[src/ccsr_pkg.sv]
package ccsr_pkg;

  // Status bit positions, 7 down to 0
  localparam int BIT_C = 0;
  localparam int BIT_DC = 1;
  localparam int BIT_Z = 2;
  localparam int BIT_PD = 3;
  localparam int BIT_TO = 4;
  localparam int BIT_RP0 = 5;
  localparam int BIT_RP1 = 6;
  localparam int BIT_IRP = 7;

  // Values after power-up reset
  localparam logic [7:0] STATUS_POR = 8'h18;
  localparam logic [4:0] PC_HOLD_RST = 5'h00;

  // Core-side file offsets within a bank
  localparam logic [6:0] OFF_STATUS = 7'h03;
  localparam logic [6:0] OFF_PC_HOLD = 7'h0A;

  // Software byte offsets and OKAY response code on the register bus
  localparam logic [11:0] AXI_STATUS = 12'h000;
  localparam logic [11:0] AXI_PC_HOLD = 12'h004;
  localparam logic [1:0] AXI_RESP_OKAY = 2'h0;

  // Core operation codes
  localparam logic [3:0] OP_STORE = 4'h0;
  localparam logic [3:0] OP_CLEAR = 4'h1;
  localparam logic [3:0] OP_ADD = 4'h2;
  localparam logic [3:0] OP_SUB = 4'h3;
  localparam logic [3:0] OP_RRF = 4'h4;
  localparam logic [3:0] OP_RLF = 4'h5;
  localparam logic [3:0] OP_BCLR = 4'h6;
  localparam logic [3:0] OP_BSET = 4'h7;
  localparam logic [3:0] OP_SWAP = 4'h8;

endpackage

[src/ccsr_top.sv]
`timescale 1ns/10ps
module ccsr_top import ccsr_pkg::*; #(
  parameter int ADDR_W = 12
) (
  // Clock and reset
  input wire logic MCLK_IN,
  input wire logic ARST_N_IN,
  // Core operation port
  input wire logic CORE_OP_VALID_IN,
  input wire logic [3:0] CORE_OP_IN,
  input wire logic [7:0] CORE_A_IN,
  input wire logic [7:0] CORE_W_IN,
  input wire logic [2:0] CORE_BIT_IN,
  input wire logic CORE_DEST_F_IN,
  input wire logic [8:0] CORE_ADDR_IN,
  input wire logic CORE_RD_IN,
  input wire logic [8:0] CORE_RADDR_IN,
  // Reset, sleep, watchdog-clear and counter-load events
  input wire logic MASTER_RESET_PIN_IN,
  input wire logic WDT_RESET_IN,
  input wire logic SLEEP_IN,
  input wire logic WDT_CLEAR_IN,
  input wire logic PC_LOAD_IN,
  // Core outputs
  output logic [7:0] STATUS_OUT,
  output logic [7:0] RESULT_OUT,
  output logic [7:0] CORE_RDATA_OUT,
  output logic [4:0] PC_UPPER_OUT,
  // AXI4-Lite slave
  input wire logic [ADDR_W-1:0] S_AXI_AWADDR_IN,
  input wire logic S_AXI_AWVALID_IN,
  output logic S_AXI_AWREADY_OUT,
  input wire logic [31:0] S_AXI_WDATA_IN,
  input wire logic [3:0] S_AXI_WSTRB_IN,
  input wire logic S_AXI_WVALID_IN,
  output logic S_AXI_WREADY_OUT,
  output logic [1:0] S_AXI_BRESP_OUT,
  output logic S_AXI_BVALID_OUT,
  input wire logic S_AXI_BREADY_IN,
  input wire logic [ADDR_W-1:0] S_AXI_ARADDR_IN,
  input wire logic S_AXI_ARVALID_IN,
  output logic S_AXI_ARREADY_OUT,
  output logic [31:0] S_AXI_RDATA_OUT,
  output logic [1:0] S_AXI_RRESP_OUT,
  output logic S_AXI_RVALID_OUT,
  input wire logic S_AXI_RREADY_IN
);

  // Elaboration check
  if (ADDR_W < 12 || ADDR_W > 32) begin : g_bad_addr_w
    $error("ADDR_W must lie between 12 and 32");
  end

  // Status write with protected reset flags and ALU flag override
  function automatic logic [7:0] st_merge(input logic [7:0] old,
      input logic [7:0] data, input logic [2:0] fm, input logic [2:0] fl);
    logic [7:0] r;
    r = data;
    r[BIT_TO] = old[BIT_TO];
    r[BIT_PD] = old[BIT_PD];
    // Flag ops block the data write to all three flags
    r[BIT_Z:BIT_C] = (fm == 3'h0) ? data[BIT_Z:BIT_C] :
                     (fm & fl) | (~fm & old[BIT_Z:BIT_C]);
    return r;
  endfunction

  logic [7:0] status_q, status_d, result_q, rdata_q, rdata_d;
  logic [4:0] hold_q, hold_d, pcup_q, pcup_d;
  logic awready_q, wready_q, bvalid_q, arready_q, rvalid_q;
  logic aw_have_q, w_have_q, wstrb0_q;
  logic [ADDR_W-1:0] awaddr_q;
  logic [7:0] wdata_q;
  logic [31:0] axi_rdata_q;
  logic [7:0] alu_res;
  logic [2:0] alu_fm, alu_fl;

  // Bank-independent decode of the core destination and read address
  wire op_do = CORE_OP_VALID_IN;
  wire dest_st = op_do && CORE_DEST_F_IN &&
                 (CORE_ADDR_IN[6:0] == OFF_STATUS);
  wire dest_hold = op_do && CORE_DEST_F_IN &&
                   (CORE_ADDR_IN[6:0] == OFF_PC_HOLD);
  wire rd_st = (CORE_RADDR_IN[6:0] == OFF_STATUS);
  wire rd_hold = (CORE_RADDR_IN[6:0] == OFF_PC_HOLD);
  wire [7:0] alu_a = (CORE_ADDR_IN[6:0] == OFF_STATUS) ? status_q :
                     (CORE_ADDR_IN[6:0] == OFF_PC_HOLD) ? {3'h0, hold_q} :
                     CORE_A_IN;

  // Flag and result unit
  ccsr_alu u_alu (
    .op_in(CORE_OP_IN),
    .a_in(alu_a),
    .w_in(CORE_W_IN),
    .bit_in(CORE_BIT_IN),
    .carry_in(status_q[BIT_C]),
    .res_out(alu_res),
    .fmask_out(alu_fm),
    .flags_out(alu_fl)
  );

  // Write channel handshake and commit
  wire aw_take = S_AXI_AWVALID_IN && awready_q;
  wire w_take = S_AXI_WVALID_IN && wready_q;
  wire aw_have = aw_have_q || aw_take;
  wire w_have = w_have_q || w_take;
  wire do_wr = aw_have && w_have;
  wire [ADDR_W-1:0] wr_addr = aw_take ? S_AXI_AWADDR_IN : awaddr_q;
  wire [7:0] wr_data = w_take ? S_AXI_WDATA_IN[7:0] : wdata_q;
  wire wr_lane0 = w_take ? S_AXI_WSTRB_IN[0] : wstrb0_q;
  wire axi_wr_st = do_wr && wr_lane0 &&
                   (wr_addr == ADDR_W'(AXI_STATUS));
  wire axi_wr_hold = do_wr && wr_lane0 &&
                     (wr_addr == ADDR_W'(AXI_PC_HOLD));
  wire bvalid_d = do_wr || (bvalid_q && !S_AXI_BREADY_IN);
  wire aw_have_d = aw_have && !do_wr;
  wire w_have_d = w_have && !do_wr;

  // Read channel handshake and decode
  wire ar_take = S_AXI_ARVALID_IN && arready_q;
  wire rvalid_d = ar_take || (rvalid_q && !S_AXI_RREADY_IN);
  wire [31:0] axi_rsel =
    (S_AXI_ARADDR_IN == ADDR_W'(AXI_STATUS)) ? {24'h000000, status_q} :
    (S_AXI_ARADDR_IN == ADDR_W'(AXI_PC_HOLD)) ? {27'h0000000, hold_q} :
    32'h00000000;

  // Status next value: events, then core op, then software
  wire ev_rst = MASTER_RESET_PIN_IN || WDT_RESET_IN;
  wire [7:0] st_op = !op_do ? status_q :
    dest_st ? st_merge(status_q, alu_res, alu_fm, alu_fl) :
    {status_q[7:3], (alu_fm & alu_fl) | (~alu_fm & status_q[2:0])};
  wire [7:0] st_sw = (axi_wr_st && !op_do) ?
    st_merge(status_q, wr_data, 3'h0, 3'h0) : st_op;
  assign status_d[BIT_IRP:BIT_RP0] = ev_rst ? 3'h0 :
                                     st_sw[BIT_IRP:BIT_RP0];
  assign status_d[BIT_TO] = WDT_RESET_IN ? 1'b0 :
    (SLEEP_IN || WDT_CLEAR_IN) ? 1'b1 : status_q[BIT_TO];
  assign status_d[BIT_PD] = SLEEP_IN ? 1'b0 :
    WDT_CLEAR_IN ? 1'b1 : status_q[BIT_PD];
  assign status_d[BIT_Z:BIT_C] = ev_rst ? status_q[BIT_Z:BIT_C] :
                                 st_sw[BIT_Z:BIT_C];

  // Holding register, counter upper bits and core read data
  assign hold_d = ev_rst ? PC_HOLD_RST :
    dest_hold ? alu_res[4:0] :
    (axi_wr_hold && !op_do) ? wr_data[4:0] : hold_q;
  assign pcup_d = ev_rst ? PC_HOLD_RST :
    PC_LOAD_IN ? hold_q : pcup_q;
  assign rdata_d = !CORE_RD_IN ? rdata_q :
    rd_st ? status_q : rd_hold ? {3'h0, hold_q} : 8'h00;

  // Core-side state
  always_ff @(posedge MCLK_IN or negedge ARST_N_IN) begin
    if (!ARST_N_IN) begin
      status_q <= STATUS_POR;
      hold_q <= PC_HOLD_RST;
      pcup_q <= PC_HOLD_RST;
      result_q <= 8'h00;
      rdata_q <= 8'h00;
    end else begin
      status_q <= status_d;
      hold_q <= hold_d;
      pcup_q <= pcup_d;
      result_q <= op_do ? alu_res : result_q;
      rdata_q <= rdata_d;
    end
  end

  // Bus-side state
  always_ff @(posedge MCLK_IN or negedge ARST_N_IN) begin
    if (!ARST_N_IN) begin
      {aw_have_q, w_have_q, bvalid_q, rvalid_q} <= 4'h0;
      {awready_q, wready_q, arready_q} <= 3'h7;
      awaddr_q <= '0;
      wdata_q <= 8'h00;
      wstrb0_q <= 1'b0;
      axi_rdata_q <= 32'h00000000;
    end else begin
      aw_have_q <= aw_have_d;
      w_have_q <= w_have_d;
      bvalid_q <= bvalid_d;
      awready_q <= !aw_have_d && !bvalid_d;
      wready_q <= !w_have_d && !bvalid_d;
      rvalid_q <= rvalid_d;
      arready_q <= !rvalid_d;
      if (aw_take) awaddr_q <= S_AXI_AWADDR_IN;
      if (w_take) wdata_q <= S_AXI_WDATA_IN[7:0];
      if (w_take) wstrb0_q <= S_AXI_WSTRB_IN[0];
      if (ar_take) axi_rdata_q <= axi_rsel;
    end
  end

  // Outputs
  assign STATUS_OUT = status_q;
  assign RESULT_OUT = result_q;
  assign CORE_RDATA_OUT = rdata_q;
  assign PC_UPPER_OUT = pcup_q;
  assign S_AXI_AWREADY_OUT = awready_q;
  assign S_AXI_WREADY_OUT = wready_q;
  assign S_AXI_BRESP_OUT = AXI_RESP_OKAY;
  assign S_AXI_BVALID_OUT = bvalid_q;
  assign S_AXI_ARREADY_OUT = arready_q;
  assign S_AXI_RDATA_OUT = axi_rdata_q;
  assign S_AXI_RRESP_OUT = AXI_RESP_OKAY;
  assign S_AXI_RVALID_OUT = rvalid_q;

  wire ev_none = !(ev_rst || SLEEP_IN || WDT_CLEAR_IN);
endmodule

[src/ccsr_alu.sv]
`timescale 1ns/10ps
module ccsr_alu import ccsr_pkg::*; (
  // Operation
  input wire logic [3:0] op_in,
  input wire logic [7:0] a_in,
  input wire logic [7:0] w_in,
  input wire logic [2:0] bit_in,
  input wire logic carry_in,
  // Result and flags as {zero, nibble wrap, carry}
  output logic [7:0] res_out,
  output logic [2:0] fmask_out,
  output logic [2:0] flags_out
);

  // Subtraction adds the two's complement of w
  wire is_sub = (op_in == OP_SUB);
  wire [7:0] w_eff = is_sub ? ~w_in : w_in;
  wire [8:0] sum = {1'b0, a_in} + {1'b0, w_eff} + {8'h00, is_sub};
  wire [4:0] nsum = {1'b0, a_in[3:0]} + {1'b0, w_eff[3:0]} + {4'h0, is_sub};
  wire [7:0] bmask = 8'h01 << bit_in;
  logic carry_bit;

  // Result, carry and affected-flag selection
  always_comb begin
    res_out = a_in;
    carry_bit = 1'b0;
    fmask_out = 3'h0;
    unique case (op_in)
      OP_STORE: res_out = w_in;
      OP_CLEAR: begin
        res_out = 8'h00;
        fmask_out = 3'h4;
      end
      OP_ADD, OP_SUB: begin
        res_out = sum[7:0];
        carry_bit = sum[8];
        fmask_out = 3'h7;
      end
      OP_RRF: begin
        res_out = {carry_in, a_in[7:1]};
        carry_bit = a_in[0];
        fmask_out = 3'h1;
      end
      OP_RLF: begin
        res_out = {a_in[6:0], carry_in};
        carry_bit = a_in[7];
        fmask_out = 3'h1;
      end
      OP_BCLR: res_out = a_in & ~bmask;
      OP_BSET: res_out = a_in | bmask;
      OP_SWAP: res_out = {a_in[3:0], a_in[7:4]};
      default: res_out = a_in;
    endcase
  end

  // Nibble wrap inverts to borrow meaning on subtraction
  assign flags_out = {(res_out == 8'h00), nsum[4], carry_bit};

endmodule

[config.mk]
export PLATFORM = sky130hd
export DESIGN_NAME = ccsr_top
export DESIGN_NICKNAME = d
export VERILOG_FILES = /design/src/ccsr_pkg.sv /design/src/ccsr_top.sv /design/src/ccsr_alu.sv
export SDC_FILE = /design/constraint.sdc
export NUM_CORES = 1
export LEC_CHECK = 0
export ABC_AREA = 0
export BUFFER_PORTS_ARGS = -buffer_cell sky130_fd_sc_hd__buf_2
export CAP_MARGIN = 10
export CORE_MARGIN = 3
export CORE_UTILIZATION = 50
export DETAILED_ROUTE_END_ITERATION = 7
export MAX_ROUTING_LAYER = met4
export PLACE_DENSITY = 0.87
export SYNTH_ARGS = -nofsm -noshare
export SYNTH_HDL_FRONTEND = slang
export SYNTH_SLANG_ARGS = --single-unit
[constraint.sdc]
create_clock -name MCLK_IN -period 3.5 [get_ports MCLK_IN]
set_input_delay 0.525 -clock MCLK_IN [delete_from_list [all_inputs] [get_ports MCLK_IN]]
set_output_delay 0.525 -clock MCLK_IN [all_outputs]
set_load 0.03 [all_outputs]
==> results of run 1 <==
layer usage:
layer	GRT usage [%]	vias to the layer above	share of wire [%]
li1	-	2331	-
met1	34.56	2369	40
met2	42.67	301	48
met3	4.842	48	8.9
met4	12.35	0	3.3
met5	-	-	0
registers in the layout, indices dropped and copies added (netlist names), 5 cells and up:
register / flops
awaddr_q: 12
CORE_RDATA_OUT: 8
RESULT_OUT: 8
STATUS_OUT: 8
S_AXI_RDATA_OUT: 8
wdata_q: 8
PC_UPPER_OUT: 5
hold_q: 5
stage by stage:
stage	hold WS, ns	setup WS (ns)
final	0.3144	0.1560
after global routing	0.3160	0.004623
after CTS	0.3109	0.1352
after detailed placement	0.4651	-0.1783
after global placement	0.4605	-0.08142
after floorplan	0.2294	0.007176
worst max-delay path, stage by stage:
cell and delay (ns):
buf_2 0.11, or3b_4 0.47, buf_4 0.17, nor2_2 0.13, a221oi_2 0.10, nor2_1 0.17
a21o_1 0.12, ha_1 0.16, inv_1 0.07, nand3_1 0.07, o21ai_0 0.09, a22oi_1 0.22
nand3_1 0.11, o32a_1 0.36, nor4b_2 0.30, nand4_1 0.17, a211oi_2 0.24
report_power, final:
part           internal, mW  total, mW  switching (mW)
clock                 0.496      0.812           0.316
combinational         0.395       1.05           0.651
sequential             1.01       1.12           0.106
total                  1.90       2.97            1.07
area by class of cell:
class	count	area, um2
inverters	32	120.1
clock buffers	11	141.4
multi-input cells	438	2758
repair buffers	182	1064
well taps	129	161.4
fillers	786	3218
clock inverters	5	107.6
flip-flops and latches	70	1758
cells in the final DEF (no fill, tap or decap), types with 5 or more instances in the layout:
master,Yosys,final
a21o_1,7,7
nand3_1,17,17
buf_4,33,55
o22ai_1,7,7
dfrtp_1,65,65
a211oi_1,9,8
dfstp_2,5,5
nor2b_1,7,7
a21oi_1,28,28
ha_1,7,6
inv_1,31,31
or3_1,5,5
nand2_1,70,70
and2_1,6,6
o31ai_1,7,7
clkbuf_8,0,10
a211o_1,5,5
nor4_1,8,8
buf_2,3,126
nor2_1,53,52
mux2_2,12,12
conb_1,1,28
mux2i_1,19,19
nor3_1,10,10
a22oi_1,11,11
nand2b_1,6,6
o21ai_0,24,24
xor2_1,7,7
a31oi_1,12,12
timing repair:
action,4_1_cts,5_1_grt
setup buffers,0,0
resized for setup,0,4
setup endpoints to repair,0,2
hold buffers,0,0
cell families (layout without fill, tap and decap cells):
kind of cell             count (synthesis)  count (layout)  share of synthesized area, %
AO/OA/AOI/OAI                          153             153                         22.56
AND/OR/NAND/NOR                        208             208                         21.01
buffers and inverters                   89             230                         9.525
multiplexers                            32              32                         6.944
other                                    1              28                       0.07737
flip-flops                              70              70                         36.27
XOR/XNOR                                10              10                         1.807
adder cells (fa/ha/maj)                  7               7                         1.807
worst max path at each step:
stage                    start            end  slack, ns
3_5_place_dp   CORE_ADDR_IN[2]  STATUS_OUT[2]      -0.18
4_1_cts        CORE_ADDR_IN[2]  STATUS_OUT[2]       0.14
3_3_place_gp   CORE_ADDR_IN[2]  STATUS_OUT[2]      -0.08
2_1_floorplan  CORE_ADDR_IN[2]  STATUS_OUT[0]      0.007
5_1_grt        CORE_ADDR_IN[2]  STATUS_OUT[2]      0.005
6_report       CORE_ADDR_IN[2]  STATUS_OUT[2]       0.16
==> out/qor.csv, run 1 <==
stage;metric;value;unit
run;drv_cap;0;
cts;htree_levels;3;
yosys;yosysWarnings;0;
placement;dp_cells;851;
placement;io_buffers;126;
grt;grt_max_degree;53;
setup_path;cp-end-kind;flip-flop;
yosys;netlist_area;4847;um2
placement;dpl_cell_area;5834;um2
yosys;syn_inst;570;
yosys;synth_cell_types;69;
cts;cts_sinks;70;
floorplanning;die_h;104.5;um
timing;period_share;95.54;%
cells_and_area;fin_cells;867;
floorplanning;initial_core_util;51.97;%
timing;slew_viol_final;0;
timing;tightestPinTransition;1.115;ns
yosys;synth_most_common_cell;nand2_1;
timing;maxSlewHeadroom;25.64;%
floorplanning;die_area;10910;um2
grt;antenna_found_initial;0;
detailed_routing;vias;5049;
yosys;netlist.area_leader.share;33.56;%
power;pwr_density_cell;486.8;nW/um2
yosys;yosysTopAreaCell;dfrtp_1;
timing;max_freq;299.0;MHz
status;run_status;finished, final reports clean;
placement;globalplace.congestion;1.003;
cts;cts_root_buffer;clkbuf_8;
yosys;synthTopCellsByArea;dfrtp_1 (34%), nand2_1 (5.4%), buf_4 (5.1%), nor2_1 (4.1%), mux2i_1 (3.9%);
power;p_leak;3.016;nW
yosys;synth_flop_cell;dfrtp_1;
cells_and_area;fin_util;65.50;%
detailed_routing;wl_per_cell;17.34;um
detailed_routing;drc;0;
yosys;ys_seq_area_share;36.27;%
detailed_routing;drtPass1Iterations;5;
detailed_routing;postRouteAntennaNets;0;
cts;worstSkewPairLatency;0.35;ns
placement;dp_hpwl;11.52;mm
timing;finalSetupViolCount;0;
floorplanning;core;9328;um2
timing;rsz0062_at_grt;false;
detailed_routing;first_iter_violations;355;
grt;grt_overflow_total;0;
min_path;hold_start;SLEEP_IN;
cells_and_area;nets;856;
floorplanning;die-width;104.5;um
setup_path;rr_startpoint;STATUS_OUT[2];
grt;grt_pass1_vias;4764;
min_path;worstHoldPathCells;2;
setup_path;rr_worst_depth;13;
cells_and_area;syn_to_final_growth;26.05;%
setup_path;crit_type;in -> reg;
yosys;synth-edff-count;0;
min_path;worstHoldEndpoint;STATUS_OUT[3];
yosys;synthTopCellsByCount;nand2_1 (70), dfrtp_1 (65), nor2_1 (53);
grt;grtUsageTotal;27.26;%
setup_path;path_max_fanout;8;
detailed_routing;via_per_inst;5.824;
yosys;syn_area_per_cell;8.504;um2
yosys;ys_ff_latch;70;
cells_and_area;drive_above_1_share;32.11;%
setup_path;arrival;3.60;ns
timing;layout_min_cycle_time;3.344;ns
timing;tns;0;ns
min_path;min_path_type;in -> reg;
detailed_routing;routed_wirelength;15.03;mm
floorplanning;ios;186;
setup_path;start_kind;input pin;
setup_path;cp.required;3.75;ns
cts;tritoncts;yes;
timing;skew;0.01035;ns
floorplanning;num_rows;35;
cells_and_area;diodes;0;
timing;hold_viol;0;
setup_path;r2r_slack;0.40;ns
power;irDropWorstVdd;310.6;uV
yosys;synthArstFlopShare;100.0;%
cts;cts_max_path_buffers;2;
cells_and_area;stdcell_area;6110;um2
cts;path_clk_slew;0.07;ns
power;finalPower;2.974;mW
cts;cts-buffers-inserted;9;
setup_path;r2r-end;STATUS_OUT[2];
grt;grt_pass1_wl;23.40;mm
Power figures use the tool's default switching activity.
==> run 2, diff against run 1 <==
Settings changed: RECOVER_POWER set to 25.
==> run 2 against run 1 <==
Hold slack better by 0.0022 ns. Via count increased by 0.16%. Critical endpoint unchanged. The run now ends with max-capacitance violations, max-slew violations left. Critical path depth is the same. Cell count did not move.
==> out/qor.csv, run 2 (synthesis results as in run 1) <==
stage;metric;value;unit;change
status;run_status;complete, but fails checks;;
status;violations;max-capacitance violations, max-slew violations;;
setup_path;cp.required;3.76;ns;about the same
detailed_routing;drtPass1Iterations;7;;+2
floorplanning;num_rows;35;;unchanged
grt;grt_overflow_total;0;;unchanged
detailed_routing;postRouteAntennaNets;0;;unchanged
timing;tightestPinTransition;2.692;ns;+1.577 ns
cts;worstSkewPairLatency;0.36;ns;about the same
grt;grt_pass1_wl;23.40;mm;unchanged
cts;cts_max_path_buffers;2;;unchanged
detailed_routing;wl_per_cell;17.29;um;-0.27%
timing;layout_setup_ws;0.1804;ns;+0.02442 ns
timing;max_freq;301.2;MHz;+0.74%
grt;grt_max_degree;53;;unchanged
grt;grt_pass1_vias;4764;;unchanged
cells_and_area;top_register;awaddr_q;;
grt;grtUsageTotal;27.26;%;unchanged
grt;antenna_found_initial;0;;unchanged
placement;pre_cts_slack;-0.1783;ns;unchanged
min_path;hold_start;SLEEP_IN;;
run;drv_cap;1;;+1
timing;layout_min_cycle_time;3.320;ns;-0.02442 ns
detailed_routing;via_per_inst;5.833;;+0.16%
min_path;worstHoldPathCells;2;;unchanged
cts;postCtsSetupBuffers;0;;unchanged
cts;cts_sinks;70;;unchanged
detailed_routing;first_iter_violations;309;;-13%
setup_path;path_max_fanout;8;;unchanged
cts;cts-buffers-inserted;9;;unchanged
floorplanning;initial_core_util;51.97;%;unchanged
power;irDropWorstVdd;307.6;uV;-0.96%
floorplanning;ios;186;;unchanged
cells_and_area;final_common_cell;buf_2;;
cells_and_area;diodes;0;;unchanged
power;pwr_density_cell;485.4;nW/um2;-0.29%
cts;htree_levels;3;;unchanged
detailed_routing;routed_wirelength;14.99;mm;-0.27%
min_path;min_path_type;in -> reg;;
timing;skew;0.01174;ns;+0.001387 ns
setup_path;r2r_slack;0.43;ns;+0.03 ns
timing;period_share;94.85;%;-0.70 points
setup_path;rr_worst_depth;13;;unchanged
setup_path;crit_type;in -> reg;;
placement;globalplace.congestion;1.003;;unchanged
detailed_routing;vias;5057;;+0.16%
cells_and_area;final_cell_mix;buf_2 (124), nand2_1 (70), dfrtp_1 (65);;
cts;cts_root_buffer;clkbuf_8;;
placement;io_buffers;126;;unchanged
floorplanning;core;9328;um2;unchanged
cells_and_area;drive_above_1_share;30.35;%;-1.8 points
timing;hold_viol;0;;unchanged
cts;path_clk_slew;0.07;ns;about the same
cells_and_area;syn_to_final_growth;25.92;%;
setup_path;rr_startpoint;STATUS_OUT[2];;
timing;finalSetupViolCount;0;;unchanged
timing;maxSlewHeadroom;-79.49;%;-110 points
setup_path;start_kind;input pin;;
cells_and_area;largest_register_ffs;12;;unchanged
timing;slew_viol_final;53;;+53
placement;dp_hpwl;11.52;mm;unchanged
floorplanning;die_h;104.5;um;unchanged
cells_and_area;fin_util;65.43;%;-0.067 points
detailed_routing;drc;0;;unchanged
floorplanning;die_area;10910;um2;unchanged
min_path;worstHoldEndpoint;STATUS_OUT[3];;
setup_path;r2r-end;STATUS_OUT[2];;
cells_and_area;nets;856;;unchanged
setup_path;arrival;3.58;ns;-0.02 ns
timing;fin_hold_ws;0.3166;ns;+0.002205 ns
setup_path;cp-end-kind;flip-flop;;
power;p_leak;3.005;nW;-0.37%
timing;rsz0062_at_grt;false;;
floorplanning;die-width;104.5;um;unchanged
cts;tritoncts;yes;;
[run 2: changes by cell type in the layout (fill, tap and decap cells not counted)]
cell | previous run | this run
buf_2 | 126 | 124
or2_0 | 0 | 1
clkbuf_1 | 1 | 4
dfstp_1 | 0 | 3
mux2_2 | 12 | 6
buf_4 | 55 | 54
or2_2 | 3 | 2
dfstp_2 | 5 | 2
mux2_1 | 1 | 7
[run 2: what timing repair did]
item	CTS	global route
resized for setup	0	4
endpoints found under the setup margin	0	2
hold buffers	0	0
hold endpoints to repair	0	0
[run 2: report_power, final]
group | internal [mW] | leakage, nW | total [mW] | switching, mW
logic | 0.382 | 2.00 | 1.03 | 0.649
registers | 1.01 | 0.881 | 1.12 | 0.107
clock network | 0.496 | 0.124 | 0.816 | 0.320
total | 1.89 | 3.01 | 2.96 | 1.08
[run 2: worst max-delay path, stage by stage]
cell,delay [ns]
buf_2,0.11
or3b_4,0.47
buf_4,0.17
nor2_2,0.13
a221oi_2,0.10
nor2_1,0.17
a21o_1,0.12
ha_1,0.17
inv_1,0.07
nand3_1,0.07
o21ai_0,0.09
a22oi_1,0.22
nand3_1,0.11
o32a_1,0.36
nor4b_2,0.30
nand4_1,0.17
a211oi_2,0.23
[run 2: layer usage]
metal	up-vias	GRT usage [%]	share of wire (%)
li1	2330	-	-
met1	2358	34.56	40
met2	317	42.67	47
met3	52	4.842	9.3
met4	0	12.35	3.4
met5	-	-	0
[run 2: through the flow]
stage          TNS, ns  total power, mW  area (um2)  std cells
4_1_cts              0            2.960        6083        867
3_3_place_gp   -0.1614            2.101        5834        851
3_5_place_dp   -0.6689            2.148        5834        851
6_report             0            2.963        6103        867
2_1_floorplan        0            1.797        4951        597
5_1_grt              0            3.116        6103        867
[run 2: how the worst max path moves through the flow]
stage | cells after the start | end | start
finish | 17 | STATUS_OUT[2] | CORE_ADDR_IN[2]
CTS | 14 | STATUS_OUT[2] | CORE_ADDR_IN[2]
floorplan | 15 | STATUS_OUT[0] | CORE_ADDR_IN[2]
global placement | 14 | STATUS_OUT[2] | CORE_ADDR_IN[2]
detailed placement | 16 | STATUS_OUT[2] | CORE_ADDR_IN[2]
global route | 15 | STATUS_OUT[2] | CORE_ADDR_IN[2]
[run 2: cell type report]
cell class	count	area [um2]
clock buffers	11	141.4
fillers	788	3224
flip-flops and latches	70	1758
inverters	32	120.1
repair buffers	182	1057
well taps	129	161.4
multi-input cells	438	2758
clock inverters	5	107.6
